**config.mk**
```make
export PLATFORM = sky130hd
export DESIGN_NAME = adr_bank
export DESIGN_NICKNAME = d
export VERILOG_FILES = /design/src/rtl/adr_pkg.sv /design/src/rtl/adr_bank.sv
export VERILOG_INCLUDE_DIRS = /design/src /design/src/rtl
export SDC_FILE = /design/constraint.sdc
export NUM_CORES = 1
export LEC_CHECK = 0
export ABC_AREA = 1
export BUFFER_PORTS_ARGS = -buffer_cell sky130_fd_sc_hd__buf_2
export CORE_ASPECT_RATIO = 0.5
export CORE_UTILIZATION = 59
export DETAILED_ROUTE_END_ITERATION = 7
export PLACE_DENSITY_LB_ADDON = 0.12
export SLEW_MARGIN = 40
export SYNTH_ARGS = -nofsm -noshare
export SYNTH_HDL_FRONTEND = slang
export SYNTH_SLANG_ARGS = --single-unit
```
**constraint.sdc**
```tcl
create_clock -name clk_i -period 8.35 [get_ports clk_i]
set_clock_uncertainty 0.1 [all_clocks]
set_input_delay 1.2525 -clock clk_i [delete_from_list [all_inputs] [get_ports clk_i]]
set_output_delay 1.2525 -clock clk_i [all_outputs]
set_load 0.1 [all_outputs]
```
**src/rtl/adr_defines.svh**
```systemverilog
// Purpose: Offsets, field positions, reset values and timing counts of the result/status register bank
// Assumes: Wishbone byte address = 4 x register index
// Notes: Included by the package, by the bank module and by the checker module
`ifndef ADR_DEFINES_SVH
`define ADR_DEFINES_SVH

// ==========================================================================
// Register indexes
`define ADR_IDX_RESULT 5'h00
`define ADR_IDX_MODBITS 5'h08
`define ADR_IDX_DELAY 5'h0A
`define ADR_IDX_AMP 5'h0B
`define ADR_IDX_STATUS 5'h0C
`define ADR_IDX_CTRL 5'h0D
`define ADR_IDX_OFFSET 5'h0F
`define ADR_IDX_LOCK 5'h1F

// ==========================================================================
// Status and communication fields
`define ADR_ST_READ_HI 23
`define ADR_ST_READ_LO 22
`define ADR_ST_WRITE 21
`define ADR_ST_IDLE_DRIVE 20
`define ADR_ST_CRC_WIDE 18
`define ADR_ST_WIDTH_HI 17
`define ADR_ST_WIDTH_LO 16
`define ADR_ST_XFER_CRC 15
`define ADR_ST_INT_EN 14
`define ADR_ST_BITSTREAM 11
`define ADR_ST_READY 0
`define ADR_ST_WMASK 24'hF7C800

// ==========================================================================
// Reset values and field widths
`define ADR_RST_STATUS 24'hA10001
`define ADR_RST_MODBITS 4'h3
`define ADR_DELAY_MASK 24'h000FFF
`define ADR_AMP_MASK 24'h000007
`define ADR_UNLOCK_KEY 8'hA5
`define ADR_CTRL_OFFSET_EN 1
`define ADR_CTRL_GAIN_EN 0

// ==========================================================================
// Timing counts in modulator clock periods
`define ADR_GAIN_FIX_DELAY 24

`endif

```
**src/rtl/adr_pkg.sv**
```systemverilog
// Purpose: Types shared by the result/status register bank
// Assumes: adr_defines.svh holds all numbers
// Notes: None
package adr_pkg;
    `include "adr_defines.svh"

    typedef enum logic [1:0] {
        ADR_IDLE,
        ADR_ACK
    } adr_bus_st_t;

    typedef struct packed {
        logic [4:0] addr;
        logic we;
        logic [3:0] sel;
        logic [31:0] dat;
    } adr_wb_req_t;

    typedef struct packed {
        adr_bus_st_t bus;
        logic [31:0] rdata;
        logic [23:0] result;
        logic [23:0] pending;
        logic pend_valid;
        logic [3:0] modbits;
        logic [11:0] delay;
        logic [2:0] amp;
        logic [23:0] status;
        logic offset_en;
        logic gain_en;
        logic [23:0] offset;
        logic [7:0] lock;
        logic crc_alarm;
        logic restart;
        logic [12:0] start_cnt;
        logic [4:0] gain_cnt;
        logic gain_busy;
        logic [23:0] gain_data;
    } adr_state_t;
endpackage : adr_pkg

```
**src/rtl/adr_bank.sv**
```systemverilog
// Purpose: Result, modulator, start delay, amplifier and status/communication registers of a delta-sigma front end
// Assumes: Converter core strobes results and modulator ticks; registers on classic Wishbone
// Notes: Serial framing is outside; its mode bits are exported as plain outputs
// Function
// - Result register keeps latest result, frozen during reads, newest captured after read.
// - All three result bytes refresh together; bytes readable individually.
// - Result shows corrected data when offset or gain correction is enabled.
// - Output width code selects 32 sign, 32 zero pad, 24 or rounded 16 bit.
// - Modulator bits follow comparators each modulator tick; reset equals zero-volt code.
// - Any start delay write resets and restarts the converter.
// - Start delay equals delay code plus half oversampling ratio in modulator periods.
// - Read increment field selects map, type, group or static looping.
// - Write increment bit selects looping over writable registers or static address.
// - Idle ready pin driven high when idle drive bit set, else released.
// - Checksum width bit selects 32-bit field with zero pad, else 16-bit.
// - Transfer checksum enable appends CRC-16 to every transfer.
// - Map checksum mismatch with interrupt enabled holds ready pin low.
// - Latched checksum alarm clears only on writing unlock key to lock field.
// - Map checksum stays computed and readable with interrupt disabled.
// - Bitstream enable bit switches the bitstream output pin on or off.
// - Ready flag reads 0 with new data, returns 1 after status read, resets 1.
// - Reading the result alone leaves the ready flag unchanged.
// - Unimplemented bits ignore writes and read zero.
// - Offset correction adds signed offset to converter code with no delay; not applied while gain correction is enabled.
// - Gain correction delays data and ready pulse by 24 modulator periods.
//
// Our own choice: the Wishbone interface to the registers.
`timescale 1ns/10ps
`include "adr_defines.svh"

module adr_bank
    import adr_pkg::*;
(
    // Clock and reset
    input wire logic clk_i,
    input wire logic rst_i,
    // Wishbone slave
    input wire logic cyc_i,
    input wire logic stb_i,
    input wire logic we_i,
    input wire logic [6:0] adr_i,
    input wire logic [3:0] sel_i,
    input wire logic [31:0] dat_i,
    output logic [31:0] dat_o,
    output logic ack_o,
    // Converter core
    input wire logic mod_tick_i,
    input wire logic [3:0] comparator_outputs_i,
    input wire logic conv_valid_i,
    input wire logic [23:0] conv_code_i,
    input wire logic [23:0] gain_fix_code_i,
    input wire logic [2:0] oversampling_ratio_i,
    input wire logic serial_read_busy_i,
    input wire logic crc_mismatch_i,
    input wire logic [15:0] map_checksum_i,
    output logic conv_restart_o,
    output logic start_pending_o,
    output logic [5:0] amplifier_gain_o,
    output logic [31:0] result_code_o,
    // Serial port mode
    output logic [1:0] read_incr_o,
    output logic write_incr_o,
    output logic crc_wide_o,
    output logic transfer_checksum_enable_o,
    // Pins
    input wire logic bitstream_i,
    output logic ready_pin_n_o,
    output logic ready_pin_n_oe_o,
    output logic bitstream_out_pin_o
);

    // ==========================================================================
    // Helpers
    function automatic logic [31:0] fmt_result(input logic [23:0] d, input logic [1:0] w);
        logic [24:0] r;
        r = {d[23], d} + 25'h0000080;
        unique case (w)
            2'b11: fmt_result = {{8{d[23]}}, d};
            2'b10: fmt_result = {d, 8'h00};
            2'b01: fmt_result = {8'h00, d};
            // Saturate instead of wrapping when rounding overflows the top code
            default: fmt_result = {16'h0000, (r[24] != r[23]) ? 16'h7FFF : r[23:8]};
        endcase
    endfunction : fmt_result

    function automatic logic [5:0] amp_gain(input logic [2:0] c);
        unique case (c)
            3'b000: amp_gain = 6'h01;
            3'b001: amp_gain = 6'h02;
            3'b010: amp_gain = 6'h04;
            3'b011: amp_gain = 6'h08;
            3'b100: amp_gain = 6'h10;
            3'b101: amp_gain = 6'h20;
            default: amp_gain = 6'h01;
        endcase
    endfunction : amp_gain

    function automatic logic [31:0] lane_merge(input logic [31:0] old, input logic [31:0] nw, input logic [3:0] s);
        for (int i = 0; i < 4; i++) begin
            lane_merge[i*8 +: 8] = s[i] ? nw[i*8 +: 8] : old[i*8 +: 8];
        end
    endfunction : lane_merge

    // ==========================================================================
    // State
    adr_state_t q;
    adr_state_t next_q;
    logic [4:0] idx;
    logic req;
    logic [23:0] fixed;
    logic [23:0] stored;
    logic new_data;
    logic [31:0] wr;
    logic [12:0] half_osr;

    assign idx = adr_i[6:2];
    assign req = cyc_i & stb_i & (q.bus == ADR_IDLE);

    always_comb begin
        next_q = q;
        next_q.restart = 1'b0;
        wr = 32'h0000_0000;
        half_osr = 13'h0010 << oversampling_ratio_i;
        // Offset correction is combinational so it costs no delay
        fixed = q.offset_en ? (conv_code_i + q.offset) : conv_code_i;
        new_data = 1'b0;
        stored = fixed;
        if (q.gain_en) begin
            // Gain path: hold the corrected code for the fixed group delay
            if (conv_valid_i) begin
                next_q.gain_busy = 1'b1;
                next_q.gain_cnt = 5'h00;
                next_q.gain_data = gain_fix_code_i;
            end else if (q.gain_busy && mod_tick_i) begin
                next_q.gain_cnt = q.gain_cnt + 5'h01;
                if (q.gain_cnt == 5'(`ADR_GAIN_FIX_DELAY - 1)) begin
                    next_q.gain_busy = 1'b0;
                    new_data = 1'b1;
                    stored = q.gain_data;
                end
            end
        end else begin
            next_q.gain_busy = 1'b0;
            new_data = conv_valid_i;
        end
        // Result capture: freeze during a serial read, take the newest after it
        if (new_data && serial_read_busy_i) begin
            next_q.pending = stored;
            next_q.pend_valid = 1'b1;
        end else if (new_data) begin
            next_q.result = stored;
            next_q.pend_valid = 1'b0;
        end else if (q.pend_valid && !serial_read_busy_i) begin
            next_q.result = q.pending;
            next_q.pend_valid = 1'b0;
        end
        if (new_data) begin
            next_q.status[`ADR_ST_READY] = 1'b0;
        end
        if (mod_tick_i) begin
            next_q.modbits = comparator_outputs_i;
        end
        if (q.start_cnt != 13'h0000 && mod_tick_i) begin
            next_q.start_cnt = q.start_cnt - 13'h0001;
        end
        if (crc_mismatch_i && q.status[`ADR_ST_INT_EN]) begin
            next_q.crc_alarm = 1'b1;
        end
        // Bus
        unique case (q.bus)
            ADR_IDLE: begin
                if (req) begin
                    next_q.bus = ADR_ACK;
                    next_q.rdata = 32'h0000_0000;
                    unique case (idx)
                        `ADR_IDX_RESULT: next_q.rdata = {8'h00, q.result};
                        `ADR_IDX_MODBITS: next_q.rdata = {28'h0, q.modbits};
                        `ADR_IDX_DELAY: next_q.rdata = {20'h0, q.delay};
                        `ADR_IDX_AMP: next_q.rdata = {29'h0, q.amp};
                        `ADR_IDX_STATUS: next_q.rdata = {8'h00, q.status};
                        `ADR_IDX_CTRL: next_q.rdata = {30'h0, q.offset_en, q.gain_en};
                        `ADR_IDX_OFFSET: next_q.rdata = {8'h00, q.offset};
                        `ADR_IDX_LOCK: next_q.rdata = {8'h00, q.lock, map_checksum_i};
                        default: next_q.rdata = 32'h0000_0000;
                    endcase
                    if (!we_i && idx == `ADR_IDX_STATUS && !new_data) begin
                        next_q.status[`ADR_ST_READY] = 1'b1;
                    end
                    if (we_i) begin
                        wr = lane_merge(next_q.rdata, dat_i, sel_i);
                        unique case (idx)
                            `ADR_IDX_MODBITS: next_q.modbits = wr[3:0];
                            `ADR_IDX_DELAY: begin
                                next_q.delay = wr[11:0] & 12'(`ADR_DELAY_MASK);
                                next_q.restart = 1'b1;
                                next_q.start_cnt = {1'b0, wr[11:0]} + half_osr;
                                next_q.pend_valid = 1'b0;
                                next_q.gain_busy = 1'b0;
                            end
                            `ADR_IDX_AMP: next_q.amp = wr[2:0] & 3'(`ADR_AMP_MASK);
                            `ADR_IDX_STATUS: begin
                                next_q.status = (wr[23:0] & `ADR_ST_WMASK) | (q.status & ~`ADR_ST_WMASK);
                                if (new_data) begin
                                    next_q.status[`ADR_ST_READY] = 1'b0;
                                end
                            end
                            `ADR_IDX_CTRL: begin
                                next_q.offset_en = wr[`ADR_CTRL_OFFSET_EN];
                                next_q.gain_en = wr[`ADR_CTRL_GAIN_EN];
                            end
                            `ADR_IDX_OFFSET: next_q.offset = wr[23:0];
                            `ADR_IDX_LOCK: begin
                                next_q.lock = wr[23:16];
                                // A mismatch with interrupt enabled in the same cycle as the unlock keeps the alarm set
                                if (wr[23:16] == `ADR_UNLOCK_KEY && !(crc_mismatch_i && q.status[`ADR_ST_INT_EN])) begin
                                    next_q.crc_alarm = 1'b0;
                                end
                            end
                            default: ;
                        endcase
                    end
                end
            end
            ADR_ACK: next_q.bus = ADR_IDLE;
            default: next_q.bus = ADR_IDLE;
        endcase
        if (rst_i) begin
            next_q = '0;
            next_q.status = `ADR_RST_STATUS;
            next_q.modbits = `ADR_RST_MODBITS;
        end
    end

    always_ff @(posedge clk_i) begin
        q <= next_q;
    end

    // ==========================================================================
    // Outputs
    assign dat_o = q.rdata;
    assign ack_o = (q.bus == ADR_ACK);
    assign conv_restart_o = q.restart;
    assign start_pending_o = (q.start_cnt != 13'h0000);
    assign amplifier_gain_o = amp_gain(q.amp);
    assign result_code_o = fmt_result(q.result, q.status[`ADR_ST_WIDTH_HI:`ADR_ST_WIDTH_LO]);
    assign read_incr_o = q.status[`ADR_ST_READ_HI:`ADR_ST_READ_LO];
    assign write_incr_o = q.status[`ADR_ST_WRITE];
    assign crc_wide_o = q.status[`ADR_ST_CRC_WIDE];
    assign transfer_checksum_enable_o = q.status[`ADR_ST_XFER_CRC];
    // Ready pin: low on data or alarm; idle level driven or released
    assign ready_pin_n_o = q.crc_alarm ? 1'b0 : q.status[`ADR_ST_READY];
    assign ready_pin_n_oe_o = q.crc_alarm | ~q.status[`ADR_ST_READY] | q.status[`ADR_ST_IDLE_DRIVE];
    assign bitstream_out_pin_o = q.status[`ADR_ST_BITSTREAM] & bitstream_i;

endmodule : adr_bank

```
==> results of run 1 <==
[stage by stage]
stage	cell area (um2)	hold slack (ns)	utilization [%]	power, mW	cells
finish	13000	0.370	67.0	2.43	2169
global route	13000	0.388	67.0	2.52	2169
CTS	13000	0.372	66.6	2.41	2166
detailed placement	12400	0.357	63.5	1.59	2134
global placement	12300	0.351	63.5	1.57	2134
floorplan	11700	0.332	-	1.46	1793
[power by group]
group	switching [mW]	internal (mW)	total [mW]	leakage, nW
logic	0.456	0.168	0.625	4.51
registers	0.0410	0.922	0.963	1.49
clock network	0.376	0.462	0.838	0.283
[logic make-up after synthesis]
family / share of synthesized area (%)
muxes: 0.384
adders and majority gates: 4.08
AOI/OAI and AO/OA: 22.3
DFF: 31.3
xor gates and xnor gates: 1.94
buffers and inverters: 12.8
other: 0.0320
and+or+nand+nor: 27.2
[sequential cells by signal (all words and copies together) (netlist names)]
| name | cells |
|---|---|
| conv_restart_o | 1 |
| crc_wide_o | 1 |
| dat_o | 24 |
| q | 153 |
| read_incr_o | 2 |
| transfer_checksum_enable_o | 1 |
| write_incr_o | 1 |
[tightest hold or removal path: cells and delay by family (launching register included)]
kind | cells | cell delay, ns
DFF | 1 | 0.30
buffers and inverters | 1 | 0.07
AOI/OAI and AO/OA | 1 | 0.06
[per-layer routing]
layer | GRT usage (%) | up-vias
met3 | 11.0 | 69
met2 | 58.6 | 686
met5 | 0 | -
met1 | 51.4 | 5707
met4 | 12.4 | 2
li1 | - | 6036
[worst paths after layout]
kind / from / slack (ns) / to
hold / removal: q[109] / 0.37 / q[109]
setup / recovery: q[155] / 3.19 / result_code_o[9]
setup reg to reg: q[152] / 5.24 / q[39]
hold reg to reg: q[109] / 0.37 / q[109]
[cells in the final DEF, fill, tap and decap left out, types with 6 or more instances in the layout]
cell type	netlist	final
nor3_1	21	21
nand2_1	376	376
a21oi_1	168	168
a221oi_2	6	6
conb_1	1	8
a221oi_1	10	10
dfxtp_1	183	183
inv_1	208	207
nand3_1	75	75
ha_1	35	35
inv_2	7	8
nor2_4	6	6
o211ai_1	19	19
xor2_1	21	21
nand4_1	11	11
o21ai_1	15	15
o22ai_1	15	15
buf_2	17	184
nor2_1	214	213
or2_2	13	13
clkbuf_16	0	17
o21ai_0	190	190
[cell type report]
type | count | share of cell area [%]
Clock buffer | 20 | 3.50
Clock inverter | 12 | 1.07
Inverter | 217 | 6.29
Multi-Input combinational cell | 1279 | 50.5
Sequential cell | 183 | 28.1
Tap cell | 266 | 2.55
Timing Repair Buffer | 192 | 8.01
==> run metrics, run 1 <==
status completed; synthesis-stage register bit count 183; Leak 6.28 nW; post-route ant nets 0; # DRC 0; max layer used met5; RSZ-0062 raised after global routing no; Max stage delay cell, worst path ha_1; Area growth syn-to-layout 11.2%; worst hold path cell count 2; Core Area 19500 um2; crit start category register; met1 WL 17.0 mm; Detail Placement HPWL 30.1 mm; Ports 205; sequential-to-total area share from yosys stat 31.3%; fillers 1707; EDFF count, synth 0; Die H 102 um; TritonCTS buffer count 17; asr flop ratio synth 0%; initial DRC count 1190; initial antenna violation count 1; Port Buffers 185; Syn Inst Count 1786; Max Fclk 194 MHz; initial core utilization 60.2%; Cell variety after synth 58; maxcap violations 0; largest delay contributor family on the critical path simple AND/OR/NAND/NOR gates; mean area per synthesized cell 6.56 um2; share of cells above drive strength 1 15.4%; via count 12500; cts repair resizes 0; nets 2051; setup bufs post-CTS 0; Max transition margin 47.8%; Slew Limit Fails 0; Avg WL per Cell 18.4 um; ranking of synthesized cells by area dfxtp_1, nand2_1, o21ai_0; # clock sinks 183; first-pass GRT wire length 59.4 mm; final worst slack 3.19 ns; ordered list of cells on the worst path ha_1 > nand2_1 > nor2_1 > nand4_2 > nor2_1 > nand4_1 > xor2_1 > ha_1 > inv_1 > nand3_1 > nand2_1 > o221ai_1 > buf_2; Yosys Warn Count 0; All-Layer GR Usage 38.0%; gpl congestion 0.988; worst skew pair latency 0.45 ns; post-synth top area cell dfxtp_1; FF+latch area 3660 um2; CP Buf/Inv Count 2; Worst path depth 13; crit path DAT 3.81 ns; TritonCTS clock tree yes; most frequent cell after synthesis nand2_1; Clock transition at path regs 0.08 ns; Hold Path Class register to register; post-route setup TNS 0 ns; clk root buf clkbuf_16; ant diodes 0; deepest clock path buffer count 2; worst slack, placed 3.72 ns; Die ar. 20500 um2; CP Data Required Time 7.00 ns; final period utilization 61.8%; Most used DFF post-synth dfxtp_1; number of hold buffers added after cts 0; Remaining Overflow, GRT 0; VDD IR max 136 uV; power density over cell area 186 nW/um2; pin count of the biggest net entering global routing 117; DIE WIDTH 201 um; routed wl met3 4.83 mm; vias in the first global route 10983; Largest stage delay, worst path 0.49 ns; FP Rows 36; Vias/cell 5.76; CP endpoint kind output pin; DRT Wirelength 39.8 mm; DR WL met2 17.1 mm; measured slew at the worst slew-check pin 0.780 ns; Mapped Area 11700 um2; clock period minus worst slack 5.16 ns; crit-path max FO 9; area of the multi-input gates 6580 um2; synth cell count leaders nand2_1, nor2_1, inv_1, o21ai_0, dfxtp_1; Crit Path Class register to output pin; H-tree levels 4; share of the synthesized area in the top cell type 31.3%; final count of negative-setup-slack endpoints 0; Final Hold Viols 0; drt first pass iters 6; Worst Reg-to-Reg Cells 16
Note: power is estimated with default switching activity, not from simulation.
==> inputs of run 2 (changes only) <==
--- a/config.mk
+++ b/config.mk
@@ -9,7 +9,7 @@
 export ABC_AREA = 1
 export BUFFER_PORTS_ARGS = -buffer_cell sky130_fd_sc_hd__buf_2
 export CORE_ASPECT_RATIO = 0.5
-export CORE_UTILIZATION = 59
+export CORE_UTILIZATION = 52
 export DETAILED_ROUTE_END_ITERATION = 7
 export PLACE_DENSITY_LB_ADDON = 0.12
 export SLEW_MARGIN = 40
==> constraint.sdc (replaced) <==
create_clock -name clk_i -period 4.4 [get_ports clk_i]
set_clock_uncertainty 0.1 [all_clocks]
set_input_delay 0.66 -clock clk_i [delete_from_list [all_inputs] [get_ports clk_i]]
set_output_delay 0.66 -clock clk_i [all_outputs]
set_load 0.1 [all_outputs]
==> run 2 against run 1 <==
Die area grew 13%. Non-clock buffer count increased by 6. Via count fell by 3.7%. Routed wire length decreased by 5.7%. Final cell count grew 1.8%. Setup slack got worse by 2.9 ns. Combinational power rose by 86%. Design area is essentially flat. Critical path depth fell by 1. Worst hold slack worse by 0.0099 ns. Count of clock-buffer cells in the layout down 1. Sequential power increased by 89%.
==> run metrics, run 2 (synthesis gave the netlist of run 1 again) <==
status completed (unchanged); crit path from q[154] (was q[155]); Hold Path Class primary input to register (was register to register); CP endpoint kind output pin (unchanged); DRT Wirelength 37.5 mm (was 39.8 mm); VDD IR max 253 uV (was 136 uV); Area growth syn-to-layout 11.3% (was 11.2%); All-Layer GR Usage 32.7% (was 38.0%); Detail Placement HPWL 28.9 mm (was 30.1 mm); final count of negative-setup-slack endpoints 0 (unchanged); setup bufs post-CTS 0 (unchanged); Core Area 21900 um2 (was 19500 um2); DP Cell Count 2176 (was 2134); Vias/cell 5.45 (was 5.76); power density over cell area 341 nW/um2 (was 186 nW/um2); Port Buffers 185 (unchanged); Max transition margin 43.8% (was 47.8%); Crit Path Class register to output pin (unchanged); deepest clock path buffer count 2 (unchanged); worst slack, placed 0.656 ns (was 3.72 ns); final period utilization 93.3%; clk root buf clkbuf_16 (unchanged); Die H 108 um (was 102 um); DIE WIDTH 214 um (was 201 um); fin cells 2209 (was 2169); hold_sp gain_fix_code_i[22] (was q[109]); drt first pass iters 5 (was 6); final worst slack 0.297 ns (was 3.19 ns); initial antenna violation count 0 (was 1); share of cells above drive strength 1 15.9% (was 15.4%); Final Hold Viols 0 (unchanged); ant diodes 0 (unchanged); number of hold buffers added after cts 0 (unchanged); maxcap violations 0 (unchanged); Slew Limit Fails 0 (unchanged); H-tree levels 4 (unchanged); measured slew at the worst slew-check pin 0.843 ns (was 0.780 ns); via count 12039 (was 12500); gpl congestion 0.971 (was 0.988); most common cell after layout, fill and taps aside nand2_1 (unchanged); TritonCTS clock tree yes (unchanged); Leak 6.28 nW (about the same); Largest Register q (unchanged); worst skew pair latency 0.45 ns (about the same); CP Data Required Time 3.64 ns (was 7.00 ns); number of flip-flops under the largest register name 153 (unchanged); Die ar. 23200 um2 (was 20500 um2); Avg WL per Cell 17.0 um (was 18.4 um); cts repair resizes 0 (unchanged); first-pass GRT wire length 58.2 mm (was 59.4 mm); FP Rows 38 (was 36); Max Fclk 244 MHz; RSZ-0062 raised after global routing no (unchanged); crit start category register (unchanged); clock period minus worst slack 4.10 ns; crit path DAT 3.34 ns (was 3.81 ns); nets 2057 (was 2051); post-route ant nets 0 (unchanged); post-route setup TNS 0 ns (unchanged); crit-path max FO 7 (was 9); RR Startpoint q[25] (was q[152]); Remaining Overflow, GRT 0 (unchanged); initial core utilization 53.6% (was 60.2%); pin count of the biggest net entering global routing 101 (was 117); Ports 205 (unchanged); initial DRC count 1186 (was 1190); # clock sinks 183 (unchanged); TritonCTS buffer count 17 (unchanged); commonest non-fill, non-tap cells in the layout nand2_1, nor2_1, inv_1, o21ai_0, buf_2 (unchanged); # DRC 0 (unchanged); vias in the first global route 10392 (was 10983); Clock transition at path regs 0.07 ns (was 0.08 ns)
==> run 2: worst paths after layout <==
kind	endpoint	slack [ns]	cells after the start
setup / recovery	result_code_o[13]	0.30	12
hold reg to reg	q[28]	0.37	2
hold / removal	q[22]	0.36	3
setup reg to reg	q[164]	1.51	11
==> run 2: routing by layer <==
layer,vias to the layer above,GRT usage [%],part of all wire (%)
li1,6038,-,-
met1,5534,48.6,48
met2,421,48.8,42
met3,46,4.59,8.4
met4,0,9.54,1.9
met5,-,0,0
==> run 2: final cells by class <==
| class | instances | area (um2) |
|---|---|---|
| fillers | 2218 | 8830 |
| multi-input cells | 1279 | 6600 |
| flip-flops and latches | 183 | 3660 |
| repair buffers | 198 | 1030 |
| inverters | 217 | 821 |
| clock buffers | 19 | 443 |
| well taps | 300 | 375 |
| clock inverters | 13 | 111 |
==> run 2: per-stage QoR <==
step	cell area (um2)	power (mW)	util [%]	hold WS [ns]
2_1_floorplan	11800	2.77	-	0.332
4_1_cts	13000	4.45	59.6	0.351
6_report	13000	4.45	59.6	0.360
3_5_place_dp	12500	3.01	57.0	0.359
3_3_place_gp	12500	3.00	57.0	0.354
5_1_grt	13000	4.67	59.6	0.367
==> run 2: report_power, final <==
group	leakage [nW]	internal, mW	switching, mW	total (mW)
logic	4.53	0.317	0.842	1.16
clock network	0.262	0.752	0.715	1.47
registers	1.49	1.75	0.0742	1.82
total	6.28	2.82	1.63	4.45
==> run 2: critical path: stages (launching register included) <==
cell      delay, ns
dfxtp_1        0.42
ha_1           0.19
nand2_1        0.09
nor2_1         0.21
nand4_2        0.18
nor2_1         0.24
nand4_1        0.14
xor2_1         0.17
ha_1           0.32
buf_4          0.18
o31ai_1        0.25
o211ai_1       0.16
buf_2          0.33
==> inputs of run 3 (changes only) <==
--- a/config.mk
+++ b/config.mk
@@ -6,10 +6,9 @@
 export SDC_FILE = /design/constraint.sdc
 export NUM_CORES = 1
 export LEC_CHECK = 0
-export ABC_AREA = 1
 export BUFFER_PORTS_ARGS = -buffer_cell sky130_fd_sc_hd__buf_2
 export CORE_ASPECT_RATIO = 0.5
-export CORE_UTILIZATION = 52
+export CORE_UTILIZATION = 51
 export DETAILED_ROUTE_END_ITERATION = 7
 export PLACE_DENSITY_LB_ADDON = 0.12
 export SLEW_MARGIN = 40
==> run 3 against run 2 <==
Via count down 7.1%. Synthesized area decreased by 6.8%. Synthesized cell count fell by 17%. Register-to-register slack lost 0.49 ns. Sequential power hardly changed. Total power increased by 0.14%. Global-route usage is 0.98 points higher. Count of clock-buffer cells in the layout is 1 higher. Routed wire length fell by 0.22%. Sequential share of layout area increased by 1.2 points. Design area fell by 4.1%. Maximum frequency shrank 2.6%. Critical path type unchanged. Largest power group unchanged.
==> run metrics, run 3 <==
status completed (unchanged); ranking of synthesized cells by area dfxtp_1, nand2_1, a21oi_1 (was dfxtp_1, nand2_1, o21ai_0); Largest stage delay, worst path 0.46 ns (was 0.42 ns); H-tree levels 4 (unchanged); Worst Reg-to-Reg Cells 10 (was 11); CP Data Required Time 3.64 ns (about the same); DIE WIDTH 209 um (was 214 um); All-Layer GR Usage 33.7% (was 32.7%); Die H 105 um (was 108 um); hold_ws 0.349 ns (was 0.360 ns); sequential-to-total area share from yosys stat 33.6% (was 31.3%); Cell variety after synth 67 (was 58); Leak 5.19 nW (was 6.28 nW); worst slack, placed 0.430 ns (was 0.656 ns); power density over cell area 356 nW/um2 (was 341 nW/um2); gpl congestion 0.953 (was 0.971); VDD IR max 238 uV (was 253 uV); Most used DFF post-synth dfxtp_1 (unchanged); initial antenna violation count 2 (was 0); Port Buffers 185 (unchanged); FF+latch area 3670 um2 (was 3660 um2); mean area per synthesized cell 7.38 um2 (was 6.56 um2); commonest non-fill, non-tap cells in the layout nand2_1, dfxtp_1, buf_2, nor2_1, a21oi_1 (was nand2_1, nor2_1, inv_1, o21ai_0, buf_2); drt first pass iters 5 (unchanged); setup bufs post-CTS 0 (unchanged); TritonCTS clock tree yes (unchanged); nets 1742 (was 2057); register-to-register setup slack 1.02 ns (was 1.51 ns); clk root buf clkbuf_16 (unchanged); pin count of the biggest net entering global routing 173 (was 101); DRT Wirelength 37.5 mm (about the same); crit-path max FO 9 (was 7); Ports 205 (unchanged); Mapped Area 10900 um2 (was 11700 um2); Largest Register q (unchanged); worst skew pair latency 0.44 ns (was 0.45 ns); Reg-to-Reg End q[158] (was q[164]); Crit Path Class register to output pin (unchanged); Remaining Overflow, GRT 0 (unchanged); post-synth top area cell dfxtp_1 (unchanged); most common cell after layout, fill and taps aside nand2_1 (unchanged); final period utilization 95.7% (was 93.3%); EDFF count, synth 0 (unchanged); RR Startpoint q[54] (was q[25]); crit path DAT 3.45 ns (was 3.34 ns); RSZ-0062 raised after global routing no (unchanged); Final Hold Viols 0 (unchanged); # DRC 0 (unchanged); Vias/cell 5.98 (was 5.45); Core Area 20800 um2 (was 21900 um2); DP Cell Count 1835 (was 2176); share of cells above drive strength 1 18.4% (was 15.9%); share of the synthesized area in the top cell type 33.6% (was 31.3%); Clock transition at path regs 0.07 ns (about the same); fin cells 1869 (was 2209); area of the multi-input gates 6600 um2 (about the same); number of hold buffers added after cts 0 (unchanged); number of flip-flops under the largest register name 153 (unchanged); most frequent cell after synthesis nand2_1 (unchanged); Yosys Warn Count 0 (unchanged); maxcap violations 0 (unchanged); # clock sinks 183 (unchanged); Critical Path Sink result_code_o[10] (was result_code_o[13]); final count of negative-setup-slack endpoints 0 (unchanged); first-pass GRT wire length 56.5 mm (was 58.2 mm); deepest clock path buffer count 2 (unchanged); vias in the first global route 9938 (was 10392); crit path from q[158] (was q[154]); synthesis-stage register bit count 183 (unchanged); Max transition margin 44.5% (was 43.8%); Max stage delay cell, worst path dfxtp_2 (was dfxtp_1); TritonCTS buffer count 17 (unchanged); crit start category register (unchanged); Avg WL per Cell 20.0 um (was 17.0 um); via count 11185 (was 12039); final worst slack 0.189 ns (was 0.297 ns); asr flop ratio synth 0% (unchanged); initial DRC count 1409 (was 1186); synth cell count leaders nand2_1, dfxtp_1, nor2_1, a21oi_1, clkbuf_1 (was nand2_1, nor2_1, inv_1, o21ai_0, dfxtp_1); fillers 1981 (was 2218); Slew Limit Fails 0 (unchanged); Hold Path Class primary input to register (unchanged); clock period minus worst slack 4.21 ns (was 4.10 ns); initial core utilization 52.5% (was 53.6%); post-route ant nets 0 (unchanged); Max Fclk 237 MHz (was 244 MHz); Detail Placement HPWL 28.1 mm (was 28.9 mm); Area growth syn-to-layout 14.6% (was 11.3%); Die ar. 22000 um2 (was 23200 um2); FP Rows 37 (was 38); measured slew at the worst slew-check pin 0.832 ns (was 0.843 ns); Syn Inst Count 1480 (was 1786); CP endpoint kind output pin (unchanged); ordered list of cells on the worst path and3_1 > and3_1 > nand3_1 > nor2_1 > nand4_1 > nor2_1 > xor2_1 > ha_2 > or2_2 > o22ai_1 > o21ai_1 > clkbuf_4 (was ha_1 > nand2_1 > nor2_1 > nand4_2 > nor2_1 > nand4_1 > xor2_1 > ha_1 > buf_4 > o31ai_1 > o211ai_1 > buf_2)
[run 3: logic make-up after synthesis]
family / count (synthesis) / share of synthesized area [%]
simple gates: 619 / 25.1
other cells: 1 / 0.0343
mux: 40 / 3.87
buf+inv: 163 / 6.81
fa+ha+maj: 37 / 4.38
compound gates: 393 / 22.8
flops: 183 / 33.6
xor+xnor: 44 / 3.53
[run 3: what timing repair did]
item / in CTS / in global routing
endpoints found under the hold margin: 0 / 0
endpoints found under the setup margin: 0 / 15
gates resized for setup: 0 / 17
[run 3: final cells by class]
class,instances,share of cell area (%)
multi-input combinational,1141,52.8
sequential,183,29.3
timing repair buffer,214,9.50
clock buffer,20,3.57
tap,273,2.73
clock inverter,12,1.35
inverter,24,0.720
antenna,2,0.0400
[run 3: how the worst min path moves through the flow]
stage / startpoint / endpoint / slack (ns) / depth (start not counted)
3_5_place_dp: q[134] / q[134] / 0.34 / 2
2_1_floorplan: q[146] / q[146] / 0.33 / 2
4_1_cts: gain_fix_code_i[3] / q[3] / 0.34 / 3
5_1_grt: gain_fix_code_i[8] / q[8] / 0.36 / 3
6_report: gain_fix_code_i[7] / q[7] / 0.35 / 3
3_3_place_gp: q[132] / q[132] / 0.34 / 2
[run 3: per-stage QoR]
stage | setup TNS, ns | utilization (%) | instance area (um2) | total power [mW]
floorplan | -0.0435 | - | 11000 | 2.62
global placement | 0 | 57.0 | 11900 | 2.84
detailed placement | 0 | 57.0 | 11900 | 2.85
CTS | 0 | 60.0 | 12500 | 4.45
global route | 0 | 60.2 | 12500 | 4.62
finish | 0 | 60.2 | 12500 | 4.46
[run 3: power breakdown]
part	total, mW	internal [mW]	switching [mW]
clock network	1.62	0.920	0.699
registers	1.82	1.73	0.0875
logic	1.02	0.313	0.709
[run 3: layer usage]
layer	track usage, %	part of all wire (%)
met5	0	0
met4	8.67	1.7
met2	49.0	42
met3	7.45	9.9
met1	49.6	46
[run 3: worst max-delay path: cells and delay by family, from the launching register on]
| kind | cells | cell delay [ns] |
|---|---|---|
| AO/OA/AOI/OAI | 2 | 0.23 |
| XOR/XNOR | 1 | 0.18 |
| adder cells (fa/ha/maj) | 1 | 0.35 |
| buffers and inverters | 1 | 0.30 |
| flip-flops | 1 | 0.46 |
| AND/OR/NAND/NOR | 7 | 1.49 |
